==> src/axis_ctl_pkg.sv <==
package axis_ctl_pkg;
  // geometry
  localparam int NUM_AXES = 3;
  localparam int POS_W = 24;
  localparam int SYNC_STAGES = 2;
  // register byte offsets
  localparam logic [7:0] ADR_CTRL = 8'h00;
  localparam logic [7:0] ADR_CMD = 8'h04;
  localparam logic [7:0] ADR_GSTAT = 8'h08;
  localparam logic [3:0] ADR_STEP_HI = 4'h1;
  localparam logic [3:0] ADR_POS_HI = 4'h2;
  localparam logic [3:0] ADR_TGT_HI = 4'h3;
  localparam logic [3:0] ADR_STAT_HI = 4'h4;
  // control register fields and reset value
  localparam int CTRL_SUP_BIT = 0;
  localparam int CTRL_MAINT_BIT = 1;
  localparam int CTRL_BASE_LSB = 4;
  localparam logic [7:0] CTRL_RESET = 8'h13;
  // command register fields
  localparam int CMD_AXIS_LSB = 0;
  localparam int CMD_FUNC_LSB = 4;
  localparam int CMD_DIR_BIT = 8;
  localparam int CMD_HALT_BIT = 9;
  localparam int CMD_STEP_BIT = 10;
  localparam logic [2:0] FUNC_EXEC = 3'h0;
  localparam logic [2:0] FUNC_CLR = 3'h1;
  // axis status fields
  localparam int STAT_POSERR_BIT = 0;
  localparam int STAT_FWDLIM_BIT = 1;
  localparam int STAT_REVLIM_BIT = 2;
  localparam int STAT_READY_BIT = 3;
  localparam int STAT_STALL_BIT = 7;
  localparam int STAT_STATE_LSB = 8;
  // global status fields
  localparam int GSTAT_ROM_BIT = 0;
  localparam int GSTAT_BATT_BIT = 1;
  // step reset value, highest axis number, axis states
  localparam logic [POS_W-1:0] STEP_RESET = 24'h000001;
  localparam logic [3:0] MAX_AXIS_ADDR = 4'hF;
  typedef enum logic [1:0] {
    ST_HOLD = 2'b00,
    ST_RUN = 2'b01,
    ST_SEEK = 2'b10
  } axis_state_t;
endpackage : axis_ctl_pkg

==> src/trig_if.sv <==
`timescale 1ns/1ns
interface trig_if;
  logic raw;
  logic pulse;
  modport det (input raw, output pulse);
  modport src (output raw, input pulse);
endinterface : trig_if

==> src/closed_loop_axis_trigger_control.sv <==
`timescale 1ns/1ns
// Overview of operation
// - only falling trigger edges request a command
// - on trigger sample inputs, execute function
// - run trigger starts motion, halt trigger stops
// - step input at one selects step mode
// - new target is position plus signed step
// - early steps accumulate onto pending target
// - direction chooses adding or subtracting step
// - halt mid-step holds present position
// - later steps start from held position
// - steps toward a limit still accumulate
// - position error sticky until counter reset
// - stall removes drive, error until next command or counter reset
// - low battery raises persistent error
// - checksum failure raises persistent error
// - host code 0 executes motor operation
// - host code 1 zeroes counter and target
// - output-control shows data port direction
// - three axes per chassis, fifteen addresses
// - ignore triggers when port off or unsupervised
// - outside step mode only maintenance regulates
module closed_loop_axis_trigger_control
(
  input wire logic i_clk,
  input wire logic i_nrst,
  input wire logic i_ce,
  input wire logic i_hsel,
  input wire logic [31:0] i_haddr,
  input wire logic [1:0] i_htrans,
  input wire logic i_hwrite,
  input wire logic [2:0] i_hsize,
  input wire logic [31:0] i_hwdata,
  input wire logic i_hready,
  output logic [31:0] o_hrdata,
  output logic o_hreadyout,
  output logic o_hresp,
  input wire logic i_port_off,
  input wire logic [axis_ctl_pkg::NUM_AXES-1:0] i_trigger,
  input wire logic [axis_ctl_pkg::NUM_AXES-1:0] i_step_mode,
  input wire logic [axis_ctl_pkg::NUM_AXES-1:0] i_dir_fwd,
  input wire logic [axis_ctl_pkg::NUM_AXES-1:0] i_halt,
  input wire logic [axis_ctl_pkg::NUM_AXES-1:0] i_speed_clk,
  input wire logic [axis_ctl_pkg::NUM_AXES-1:0] i_enc_inc,
  input wire logic [axis_ctl_pkg::NUM_AXES-1:0] i_enc_dec,
  input wire logic [axis_ctl_pkg::NUM_AXES-1:0] i_fwd_limit,
  input wire logic [axis_ctl_pkg::NUM_AXES-1:0] i_rev_limit,
  input wire logic [axis_ctl_pkg::NUM_AXES-1:0] i_pos_err_evt,
  input wire logic [axis_ctl_pkg::NUM_AXES-1:0] i_stall_evt,
  input wire logic i_low_batt,
  input wire logic i_sum_fail,
  output logic [axis_ctl_pkg::NUM_AXES-1:0] o_supervisor_present_short_n,
  output logic [axis_ctl_pkg::NUM_AXES-1:0] o_drive_en,
  output logic [axis_ctl_pkg::NUM_AXES-1:0] o_drive_fwd,
  output logic [axis_ctl_pkg::NUM_AXES-1:0] o_drive_clk,
  output logic o_out_ctrl,
  output logic o_rom_err,
  output logic o_batt_err
);
  import axis_ctl_pkg::*;

  localparam int NA = NUM_AXES;

  logic [7:0] ctrl_q;
  logic [POS_W-1:0] step_q [NA];
  logic [POS_W-1:0] pos_q [NA];
  logic [POS_W-1:0] tgt_q [NA];
  logic [POS_W-1:0] delta [NA];
  logic [POS_W-1:0] base [NA];
  axis_state_t state_q [NA];
  logic [NA-1:0] run_fwd_q;
  logic [NA-1:0] pos_err_q;
  logic [NA-1:0] stall_err_q;
  logic [NA-1:0] drive_en_q;
  logic [NA-1:0] drive_fwd_q;
  logic [NA-1:0] drive_clk_q;
  logic [NA-1:0] sup_n_q;
  logic [NA-1:0] en_d;
  logic [NA-1:0] fwd_d;
  logic [NA-1:0] trig_pulse;
  logic [NA-1:0] trig_ok;
  logic [NA-1:0] host_sel;
  logic [NA-1:0] host_exec;
  logic [NA-1:0] host_clr;
  logic [NA-1:0] exec;
  logic [NA-1:0] ex_halt;
  logic [NA-1:0] ex_dir;
  logic [NA-1:0] ex_step;
  logic rom_err_q;
  logic batt_err_q;
  logic wr_pend_q;
  logic rd_pend_q;
  logic [7:0] wr_addr_q;
  logic [31:0] rdata_q;
  logic [31:0] rdata_d;
  logic addr_ok;
  logic take_addr;
  logic wr_now;
  logic cmd_wr;
  logic [3:0] cmd_axis;
  logic [3:0] axis_base;
  logic [3:0] axis_off;
  logic [2:0] cmd_func;

  // one trigger edge detector per axis
  for (genvar g = 0; g < NA; g++)
  begin : g_trig
    trig_if tif ();
    assign tif.raw = i_trigger[g];
    assign trig_pulse[g] = tif.pulse;
    fall_detect #(.STAGES(SYNC_STAGES)) u_fall (
      .i_clk(i_clk),
      .i_nrst(i_nrst),
      .i_ce(i_ce),
      .port(tif)
    );
  end

  // bus address phase capture
  assign take_addr = i_hsel & i_htrans[1] & i_hready & i_ce;
  assign addr_ok = (i_haddr[31:8] == 24'h000000);
  assign wr_now = wr_pend_q & i_ce;
  assign o_hreadyout = i_ce;
  assign o_hresp = 1'b0;
  assign o_hrdata = rdata_q;

  always_ff @(posedge i_clk or negedge i_nrst)
  begin
    if (!i_nrst)
    begin
      wr_pend_q <= 1'b0;
      rd_pend_q <= 1'b0;
      wr_addr_q <= 8'h00;
    end
    else if (i_ce)
    begin
      wr_pend_q <= take_addr & i_hwrite & addr_ok;
      rd_pend_q <= take_addr & ~i_hwrite;
      wr_addr_q <= i_haddr[7:0];
    end
  end

  // read mux, registered for the data phase
  always_comb
  begin
    rdata_d = 32'h00000000;
    if (!addr_ok)
      rdata_d = 32'h00000000;
    else if (i_haddr[7:0] == ADR_CTRL)
      rdata_d[7:0] = ctrl_q;
    else if (i_haddr[7:0] == ADR_GSTAT)
    begin
      rdata_d[GSTAT_ROM_BIT] = rom_err_q;
      rdata_d[GSTAT_BATT_BIT] = batt_err_q;
    end
    else if (i_haddr[3:2] < 2'(NA) && i_haddr[1:0] == 2'b00)
    begin
      for (int a = 0; a < NA; a++)
      begin
        if (i_haddr[3:2] == 2'(a))
        begin
          if (i_haddr[7:4] == ADR_STEP_HI)
            rdata_d[POS_W-1:0] = step_q[a];
          else if (i_haddr[7:4] == ADR_POS_HI)
            rdata_d[POS_W-1:0] = pos_q[a];
          else if (i_haddr[7:4] == ADR_TGT_HI)
            rdata_d[POS_W-1:0] = tgt_q[a];
          else if (i_haddr[7:4] == ADR_STAT_HI)
          begin
            rdata_d[STAT_POSERR_BIT] = pos_err_q[a];
            rdata_d[STAT_FWDLIM_BIT] = i_fwd_limit[a];
            rdata_d[STAT_REVLIM_BIT] = i_rev_limit[a];
            rdata_d[STAT_READY_BIT] = (state_q[a] == ST_HOLD) && (pos_q[a] == tgt_q[a]);
            rdata_d[STAT_STALL_BIT] = stall_err_q[a];
            rdata_d[STAT_STATE_LSB +: 2] = state_q[a];
          end
        end
      end
    end
  end

  always_ff @(posedge i_clk or negedge i_nrst)
  begin
    if (!i_nrst)
      rdata_q <= 32'h00000000;
    else if (take_addr & ~i_hwrite)
      rdata_q <= rdata_d;
  end

  // transceiver direction: high while the device drives read data
  always_ff @(posedge i_clk or negedge i_nrst)
  begin
    if (!i_nrst)
      o_out_ctrl <= 1'b0;
    else if (i_ce)
      o_out_ctrl <= take_addr & ~i_hwrite;
  end

  // control and step size registers
  always_ff @(posedge i_clk or negedge i_nrst)
  begin
    if (!i_nrst)
    begin
      ctrl_q <= CTRL_RESET;
      for (int a = 0; a < NA; a++)
        step_q[a] <= STEP_RESET;
    end
    else if (wr_now)
    begin
      if (wr_addr_q == ADR_CTRL)
        ctrl_q <= i_hwdata[7:0];
      for (int a = 0; a < NA; a++)
        if (wr_addr_q[7:4] == ADR_STEP_HI && wr_addr_q[3:0] == 4'(4 * a))
          step_q[a] <= i_hwdata[POS_W-1:0];
    end
  end

  // host command decode, axis numbers base..base+2 of 1..15
  assign cmd_wr = wr_now && (wr_addr_q == ADR_CMD);
  assign cmd_axis = i_hwdata[CMD_AXIS_LSB +: 4];
  assign cmd_func = i_hwdata[CMD_FUNC_LSB +: 3];
  assign axis_base = ctrl_q[CTRL_BASE_LSB +: 4];
  assign axis_off = cmd_axis - axis_base;
  always_comb
  begin
    for (int a = 0; a < NA; a++)
    begin
      host_sel[a] = cmd_wr && (cmd_axis != 4'h0) && (cmd_axis <= MAX_AXIS_ADDR)
        && (cmd_axis >= axis_base) && (axis_off == 4'(a));
      host_exec[a] = host_sel[a] && (cmd_func == FUNC_EXEC);
      host_clr[a] = host_sel[a] && (cmd_func == FUNC_CLR);
    end
  end

  // command source: qualified pin trigger, else host code 0
  always_comb
  begin
    for (int a = 0; a < NA; a++)
    begin
      trig_ok[a] = trig_pulse[a] & ~i_port_off & ~sup_n_q[a] & i_ce;
      exec[a] = trig_ok[a] | host_exec[a];
      ex_halt[a] = trig_ok[a] ? i_halt[a] : i_hwdata[CMD_HALT_BIT];
      ex_dir[a] = trig_ok[a] ? i_dir_fwd[a] : i_hwdata[CMD_DIR_BIT];
      ex_step[a] = trig_ok[a] ? i_step_mode[a] : i_hwdata[CMD_STEP_BIT];
      delta[a] = ex_dir[a] ? step_q[a] : POS_W'(-step_q[a]);
      base[a] = (state_q[a] == ST_SEEK) ? tgt_q[a] : pos_q[a];
    end
  end

  // supervisor present, active low
  always_ff @(posedge i_clk or negedge i_nrst)
  begin
    if (!i_nrst)
      sup_n_q <= '1;
    else if (i_ce)
      sup_n_q <= {NA{~ctrl_q[CTRL_SUP_BIT]}};
  end
  assign o_supervisor_present_short_n = sup_n_q;

  // shaft position counters
  always_ff @(posedge i_clk or negedge i_nrst)
  begin
    if (!i_nrst)
      for (int a = 0; a < NA; a++)
        pos_q[a] <= '0;
    else if (i_ce)
      for (int a = 0; a < NA; a++)
        if (host_clr[a])
          pos_q[a] <= '0;
        else if (i_enc_inc[a] & ~i_enc_dec[a])
          pos_q[a] <= pos_q[a] + POS_W'(1);
        else if (i_enc_dec[a] & ~i_enc_inc[a])
          pos_q[a] <= pos_q[a] - POS_W'(1);
  end

  // axis mode and target
  always_ff @(posedge i_clk or negedge i_nrst)
  begin
    if (!i_nrst)
    begin
      run_fwd_q <= '0;
      for (int a = 0; a < NA; a++)
      begin
        state_q[a] <= ST_HOLD;
        tgt_q[a] <= '0;
      end
    end
    else if (i_ce)
    begin
      for (int a = 0; a < NA; a++)
      begin
        if (host_clr[a])
        begin
          state_q[a] <= ST_HOLD;
          tgt_q[a] <= '0;
        end
        else if (i_stall_evt[a])
        begin
          state_q[a] <= ST_HOLD;
          tgt_q[a] <= pos_q[a];
        end
        else if (exec[a] && ex_halt[a])
        begin
          state_q[a] <= ST_HOLD;
          tgt_q[a] <= pos_q[a];
        end
        else if (exec[a] && ex_step[a])
        begin
          state_q[a] <= ST_SEEK;
          tgt_q[a] <= base[a] + delta[a];
        end
        else if (exec[a])
        begin
          state_q[a] <= ST_RUN;
          run_fwd_q[a] <= ex_dir[a];
          tgt_q[a] <= pos_q[a];
        end
        else
        begin
          case (state_q[a])
            ST_RUN: tgt_q[a] <= pos_q[a];
            ST_SEEK: if (pos_q[a] == tgt_q[a]) state_q[a] <= ST_HOLD;
            default: state_q[a] <= state_q[a];
          endcase
        end
      end
    end
  end

  // drive request; a limit blocks motion but keeps the target
  always_comb
  begin
    for (int a = 0; a < NA; a++)
    begin
      fwd_d[a] = $signed(tgt_q[a]) > $signed(pos_q[a]);
      en_d[a] = 1'b0;
      case (state_q[a])
        ST_RUN:
        begin
          en_d[a] = 1'b1;
          fwd_d[a] = run_fwd_q[a];
        end
        ST_SEEK: en_d[a] = pos_q[a] != tgt_q[a];
        default: en_d[a] = ctrl_q[CTRL_MAINT_BIT] && (pos_q[a] != tgt_q[a]);
      endcase
      if ((fwd_d[a] & i_fwd_limit[a]) | (~fwd_d[a] & i_rev_limit[a]))
        en_d[a] = 1'b0;
      if (stall_err_q[a])
        en_d[a] = 1'b0;
    end
  end

  always_ff @(posedge i_clk or negedge i_nrst)
  begin
    if (!i_nrst)
    begin
      drive_en_q <= '0;
      drive_fwd_q <= '0;
      drive_clk_q <= '0;
    end
    else if (i_ce)
    begin
      drive_en_q <= en_d;
      drive_fwd_q <= fwd_d;
      drive_clk_q <= en_d & i_speed_clk;
    end
  end
  assign o_drive_en = drive_en_q;
  assign o_drive_fwd = drive_fwd_q;
  assign o_drive_clk = drive_clk_q;

  // axis error flags, set wins over clear
  always_ff @(posedge i_clk or negedge i_nrst)
  begin
    if (!i_nrst)
    begin
      pos_err_q <= '0;
      stall_err_q <= '0;
    end
    else if (i_ce)
    begin
      for (int a = 0; a < NA; a++)
      begin
        if (i_pos_err_evt[a])
          pos_err_q[a] <= 1'b1;
        else if (host_clr[a])
          pos_err_q[a] <= 1'b0;
        if (i_stall_evt[a])
          stall_err_q[a] <= 1'b1;
        else if (host_clr[a] | exec[a])
          stall_err_q[a] <= 1'b0;
      end
    end
  end

  // persistent memory errors, cleared only by reset
  always_ff @(posedge i_clk or negedge i_nrst)
  begin
    if (!i_nrst)
    begin
      rom_err_q <= 1'b0;
      batt_err_q <= 1'b0;
    end
    else if (i_ce)
    begin
      if (i_sum_fail)
        rom_err_q <= 1'b1;
      if (i_low_batt)
        batt_err_q <= 1'b1;
    end
  end
  assign o_rom_err = rom_err_q;
  assign o_batt_err = batt_err_q;
endmodule : closed_loop_axis_trigger_control

==> src/fall_detect.sv <==
`timescale 1ns/1ns
module fall_detect
#(
  parameter int STAGES = axis_ctl_pkg::SYNC_STAGES
)
(
  input wire logic i_clk,
  input wire logic i_nrst,
  input wire logic i_ce,
  trig_if.det port
);
  import axis_ctl_pkg::*;

  logic [STAGES:0] sync_q;

  // synchroniser plus one history stage, idle level high
  always_ff @(posedge i_clk or negedge i_nrst)
  begin
    if (!i_nrst)
      sync_q <= '1;
    else if (i_ce)
      sync_q <= {sync_q[STAGES-1:0], port.raw};
  end

  // high-to-low only gives a one-cycle pulse
  assign port.pulse = sync_q[STAGES] & ~sync_q[STAGES-1];
endmodule : fall_detect

==> config.mk <==
export PLATFORM = sky130hd
export DESIGN_NAME = closed_loop_axis_trigger_control
export DESIGN_NICKNAME = d
export VERILOG_FILES = /design/src/axis_ctl_pkg.sv /design/src/trig_if.sv /design/src/closed_loop_axis_trigger_control.sv /design/src/fall_detect.sv
export SDC_FILE = /design/constraint.sdc
export NUM_CORES = 1
export LEC_CHECK = 0
export ABC_CLOCK_PERIOD_IN_PS = 4800
export BUFFER_PORTS_ARGS = -buffer_cell sky130_fd_sc_hd__buf_2
export CORE_ASPECT_RATIO = 1.4
export CORE_UTILIZATION = 40
export DETAILED_ROUTE_END_ITERATION = 6
export PLACE_DENSITY_LB_ADDON = 0.3
export SYNTH_ARGS = -nofsm -noshare
export SYNTH_HDL_FRONTEND = slang
export SYNTH_SLANG_ARGS = --single-unit
==> constraint.sdc <==
create_clock -name i_clk -period 4.8 [get_ports i_clk]
set_input_delay 0.96 -clock i_clk [delete_from_list [all_inputs] [get_ports i_clk]]
set_output_delay 0.96 -clock i_clk [all_outputs]
set_load 0.01 [all_outputs]
---- After elaboration in Yosys (flattened, before gate mapping) ----
Cells that the tools add are included.
cells by class
  $add $sub $neg .......................... 13
  $lt $le $gt $ge ......................... 6
  equality and inequality tests ........... 26
  multiplexer cells ....................... 124
  bitwise logic cells ..................... 71
  reductions and logical operators ........ 83
operator list
  kind                   number
  $mux 24                48
  $add 24x1->24 const B  3
  $add 24x24->24         3
  $eq 24x24->1           3
  $gt 24x24->1           3
  $ne 24x24->1           3
  $neg 24->24            3
  $sub 24x1->24 const B  3
  $reduce_bool 6->1      9
  $mux 2                 22
  $mux 14                3
  $reduce_and 2->1       18
  $and 1x1->1            31
  $mux 1                 30
  $not 1->1              30
  $logic_and 1x1->1      29
  $mux 3                 9
  $logic_not 24->1       1
  $mux 4                 6
  $mux 22                1
  $reduce_and 6->1       3
  $logic_not 8->1        2
  $mux 16                1
  $eq 4x1->1 const B     3
  other kinds (23)       56
word-level totals
  register bits after elaboration ......... 294
  input port bits ......................... 111
  output and inout bits ................... 49

---- Logic depth before layout (Yosys ltp) ----
  depth in word-level cells ............... 25
  mapped depth ............................ 21
  gate-level depth less buffers ........... 19

---- Cells and area by module ----
A second synthesis with hierarchy kept.
unflattened totals
  cells, all modules ...................... 3,069
  area total of the unflattened synthesis .. 25,564.5 um^2
modules (own cells, without submodules)
  module                            instances  cells each  area each (um^2)  sequential area each (um^2)
  closed_loop_axis_trigger_control  1          3,048       25,207.9          7,140.6
  fall_detect                       3          7           118.9             78.8

---- Worst setup path before layout ----
OpenSTA, ideal clock, no wires.
  path kind ............................... input-to-reg
  start point ............................. input i_ce
  end point ............................... register tgt_q[22] (netlist bit)
  setup time .............................. 128 ps
  data arrival time ....................... 5,125 ps
  data required time ...................... 4,672 ps
  slack ................................... -453 ps
  stages on the path ...................... 20
  path buffers ............................ 3
  path through ............................ buf_2 -> inv_2 -> nor3_1 -> and3b_1 -> clkbuf_1 -> mux2i_1 -> clkbuf_1 -> o31ai_1 -> xnor2_1 -> ha_1 -> and3_1 -> a2111o_1 -> a2111oi_4 -> o21bai_2 -> a221o_1 -> a31oi_2 -> nor2b_1 -> o21ai_1 -> nor3b_2 -> o31ai_2
between the ends
  longest elaborated chain between the ends .. 13
ends and longest elaborated chain
  item                                                     line                                     text
  start: declaration                                       closed_loop_axis_trigger_control.sv:27   input wire logic i_ce,
  branches (longest 13 deep; another with $add 24x24->24)  n/a
  end signal: indexed assignment                           closed_loop_axis_trigger_control.sv:300  tgt_q[a] <= pos_q[a];
  end signal: indexed assignment                           closed_loop_axis_trigger_control.sv:305  tgt_q[a] <= pos_q[a];
  end signal: indexed assignment                           closed_loop_axis_trigger_control.sv:310  tgt_q[a] <= base[a] + delta[a];
  end: declaration                                         closed_loop_axis_trigger_control.sv:67   logic [POS_W-1:0] tgt_q [NA];
Parallel ways; which one is timed is not known.
A chain may end at the register's enable or synchronous reset.

---- Final worst setup path ----
  start point ............................. register step_q[29] (netlist bit)
  end point ............................... register tgt_q[45] (netlist bit)
between the ends
  longest elaborated chain between the ends .. 7
ends and longest elaborated chain
  item                              line                                     text
  start: declaration                closed_loop_axis_trigger_control.sv:65   logic [POS_W-1:0] step_q [NA];
  start signal: indexed assignment  closed_loop_axis_trigger_control.sv:214  step_q[a] <= i_hwdata[POS_W-1:0];
  $neg 24->24                       closed_loop_axis_trigger_control.sv:245  delta[a] = ex_dir[a] ? step_q[a] : POS_W'(-step_q[a]);
  $mux 24 *                         closed_loop_axis_trigger_control.sv:245
  $add 24x24->24 *                  closed_loop_axis_trigger_control.sv:310
  $mux 24 *                         closed_loop_axis_trigger_control.sv:307  else if (exec[a] && ex_step[a])
  $mux 24 *                         closed_loop_axis_trigger_control.sv:302  else if (exec[a] && ex_halt[a])
  $mux 24 *                         closed_loop_axis_trigger_control.sv:297  else if (i_stall_evt[a])
  $mux 24 *                         closed_loop_axis_trigger_control.sv:292  if (host_clr[a])
Every way passes the cells marked *; elsewhere a longest branch is shown, timed or not.

==> metrics <==
Top Ports=160; # setup viols final=0; Routed WL=89500 um; Worst Path Max Fanout=4; met3 WL post-DR=5350 um; DR iter-0 viols=1881; Max clock buf depth=3; Metal-1 WL=33600 um; Core Util, Final=0.467; Num CTS Buffers=35; setup TNS=0 ns; clk sinks=294; initial antenna violation count=8; fmax=220 MHz; Tcrit/Tclk final=0.949; Crit path required time=5.26 ns; FP Rows=108; Initial Util=0.405; Hold Buf Count CTS=0; pin count of the biggest net entering global routing=88; Yosys top cell area share=0.278; Rel. slew slack=0.405; Slew @ Worst Pin=0.885 ns; CP Launch Type=register; first-pass GRT wire length=136000 um; FF-to-FF setup slack=0.24 ns; Crit. End Element=register; total placed cells including tap cells=4000; share of post-route cells with drive strength above 1=0.172; Max-Cap Viols=0; gpl congestion=0.989; pre-CTS setup slack=-0.395 ns; YS warnings=0; total global routing overflow=0; I/O Buffers=138; status=finished, final reports clean; number of synthesized flops with an enable pin=0; Final WS setup=0.244 ns; Post-Syn Area=0.0250 mm^2; most common cell in the netlist=nand2_1; Clock transition at path regs=0.06 ns; die area=0.0636 mm^2; Mean Syn Cell Area=8.38 um^2; synth unique cells=91; post-layout min period=4.56 ns; #FFs+latches synth=294; wire length on met2=43800 um; vias in the first global route=23300; R2R cell count=18; top cells by area, synth=dfrtp_1 (28%), ha_1 (11%), nand2_1 (5.4%); Antenna Nets Post-Route=0; Final HPWL DP=69700 um; Finished Layout Cells=4068; DRC viols=0; type of the worst setup path=register to register; via count=24000; DR vias/cell=5.90; CTS tree=yes; Total GRT Usage=0.281; PwrDens=486 mW/mm^2; Final #Nets=3554; Seq/Total Area, Yosys=0.295; chip width=213 um; clk root buf=clkbuf_16; Slew Viols, Final=0; Sequential Area=0.00738 mm^2; Clock Latency Late Sink=0.59 ns; Commonest cells post-synth=nand2_1 (358), dfrtp_1 (278), o21ai_0 (256); min-delay worst type=input port to asynchronous set/reset pin; overall power=14000 uW; top layer in use=met5; Final Hold Vio Count=0; FF-to-FF End=tgt_q[45]$_DFFE_PN0P_; Multi-input gate area=0.0167 mm^2; P_leak=0.0134 uW; Die H=298 um; R2R Path Start=step_q[29]$_DFFE_PN0P_; asr flop ratio synth=1.00; Placeable Area=0.0619 mm^2; drt pass-1 iters=5; Layout Skew=0.0328 ns; worst vdd ir=0.321 mV; Yosys top cell by area=dfrtp_1; crit path DAT=5.01 ns; Filler Cells Inserted=6223; routed len/inst=22.0 um; H-tree level count=2; cell count after synthesis=2988; ys flop type=dfrtp_1; Area Growth Syn to Fin=15.4%
-- cell type report --
class / count / share of cell area
tap: 825 / 0.0357
inverter: 139 / 0.0181
multi-input combinational: 2423 / 0.578
clock inverter: 13 / 0.00446
clock buffer: 49 / 0.0349
timing repair buffer: 320 / 0.0737
antenna: 5 / 0.000433
sequential: 294 / 0.255
-- cell families after synthesis --
group,after synthesis,synth area share
AO/OA/AOI/OAI,975,0.251
AND/OR/NAND/NOR,870,0.161
flip-flops,294,0.295
buffers and inverters,279,0.0454
adder cells (fa/ha/maj),230,0.117
XOR/XNOR,182,0.0636
multiplexers,157,0.0678
other,1,0.000150
-- registers in the layout (all words and copies together) (netlist names), 6 cells and up --
register / cells
o_hrdata: 24
g_trig.u_fall.sync_q: 9
tgt_q: 72
state_q: 6
wr_addr_q: 8
pos_q: 72
ctrl_q: 8
step_q: 72
-- worst max path at each step --
stage                      startpoint                    end  slack [ns]  cells past startpoint
2_1_floorplan                    i_ce  tgt_q[22]$_DFFE_PN0P_        0.02                     20
6_report       step_q[29]$_DFFE_PN0P_  tgt_q[45]$_DFFE_PN0P_        0.24                     18
5_1_grt        step_q[29]$_DFFE_PN0P_  tgt_q[47]$_DFFE_PN0P_       -0.02                     18
3_3_place_gp                     i_ce  tgt_q[23]$_DFFE_PN0P_       -0.29                     19
4_1_cts        step_q[29]$_DFFE_PN0P_  tgt_q[44]$_DFFE_PN0P_        0.05                     18
3_5_place_dp                     i_ce  tgt_q[23]$_DFFE_PN0P_       -0.40                     19
-- cells in the final DEF, fill, tap and decap left out, types with 38 or more instances in the layout --
cell and instances:
a21oi_1 223, ha_1 223, nand2_1 358, mux2_2 102
nand3_1 42, xnor2_1 97, dfrtp_1 278, buf_2 137
o31ai_1 61, o21ai_1 50, a21o_1 56, xor2_1 85
mux2i_1 53, nand2b_1 38, buf_4 177, nor2_1 189
o21ai_0 255, nor3_1 62, inv_1 138
-- routing by layer --
| metal | global-route usage | vias up |
|---|---|---|
| met3 | 0.0479 | 293 |
| li1 | - | 11300 |
| met5 | 0 | - |
| met1 | 0.317 | 11600 |
| met4 | 0.186 | 8 |
| met2 | 0.481 | 786 |
-- what timing repair did --
item                       in CTS  in global routing
buffers inserted                0                  1
pin swaps                       0                  1
setup endpoints to repair       2                  7
resized for setup               1                  6
-- where the power goes --
group          switching [uW]  internal (uW)
combinational            4050           3340
sequential                896           3030
clock                    1200           1530
total                    6140           7900
-- per-stage QoR --
stage / hold WS (ns) / area [um^2]
2_1_floorplan: 0.444 / 25100
3_3_place_gp: 0.464 / 27700
3_5_place_dp: 0.469 / 27700
4_1_cts: 0.386 / 28900
5_1_grt: 0.413 / 28900
6_report: 0.368 / 28900
-- worst max-delay path, stage by stage (launching register included) --
cell and delay [ns]:
dfrtp_1 0.43, or4_4 0.61, nor4_4 0.23, buf_4 0.18, nand2b_1 0.07, or4_1 0.50, nor3_2 0.23, a21oi_1 0.12
xor2_1 0.27, ha_1 0.32, or2_2 0.33, nand4_1 0.09, o22ai_1 0.07, a21oi_1 0.21, nand2_1 0.11, a31oi_1 0.20
xor2_1 0.17, o21ai_1 0.07, a22o_1 0.21
(Power assumes the default switching activity.)
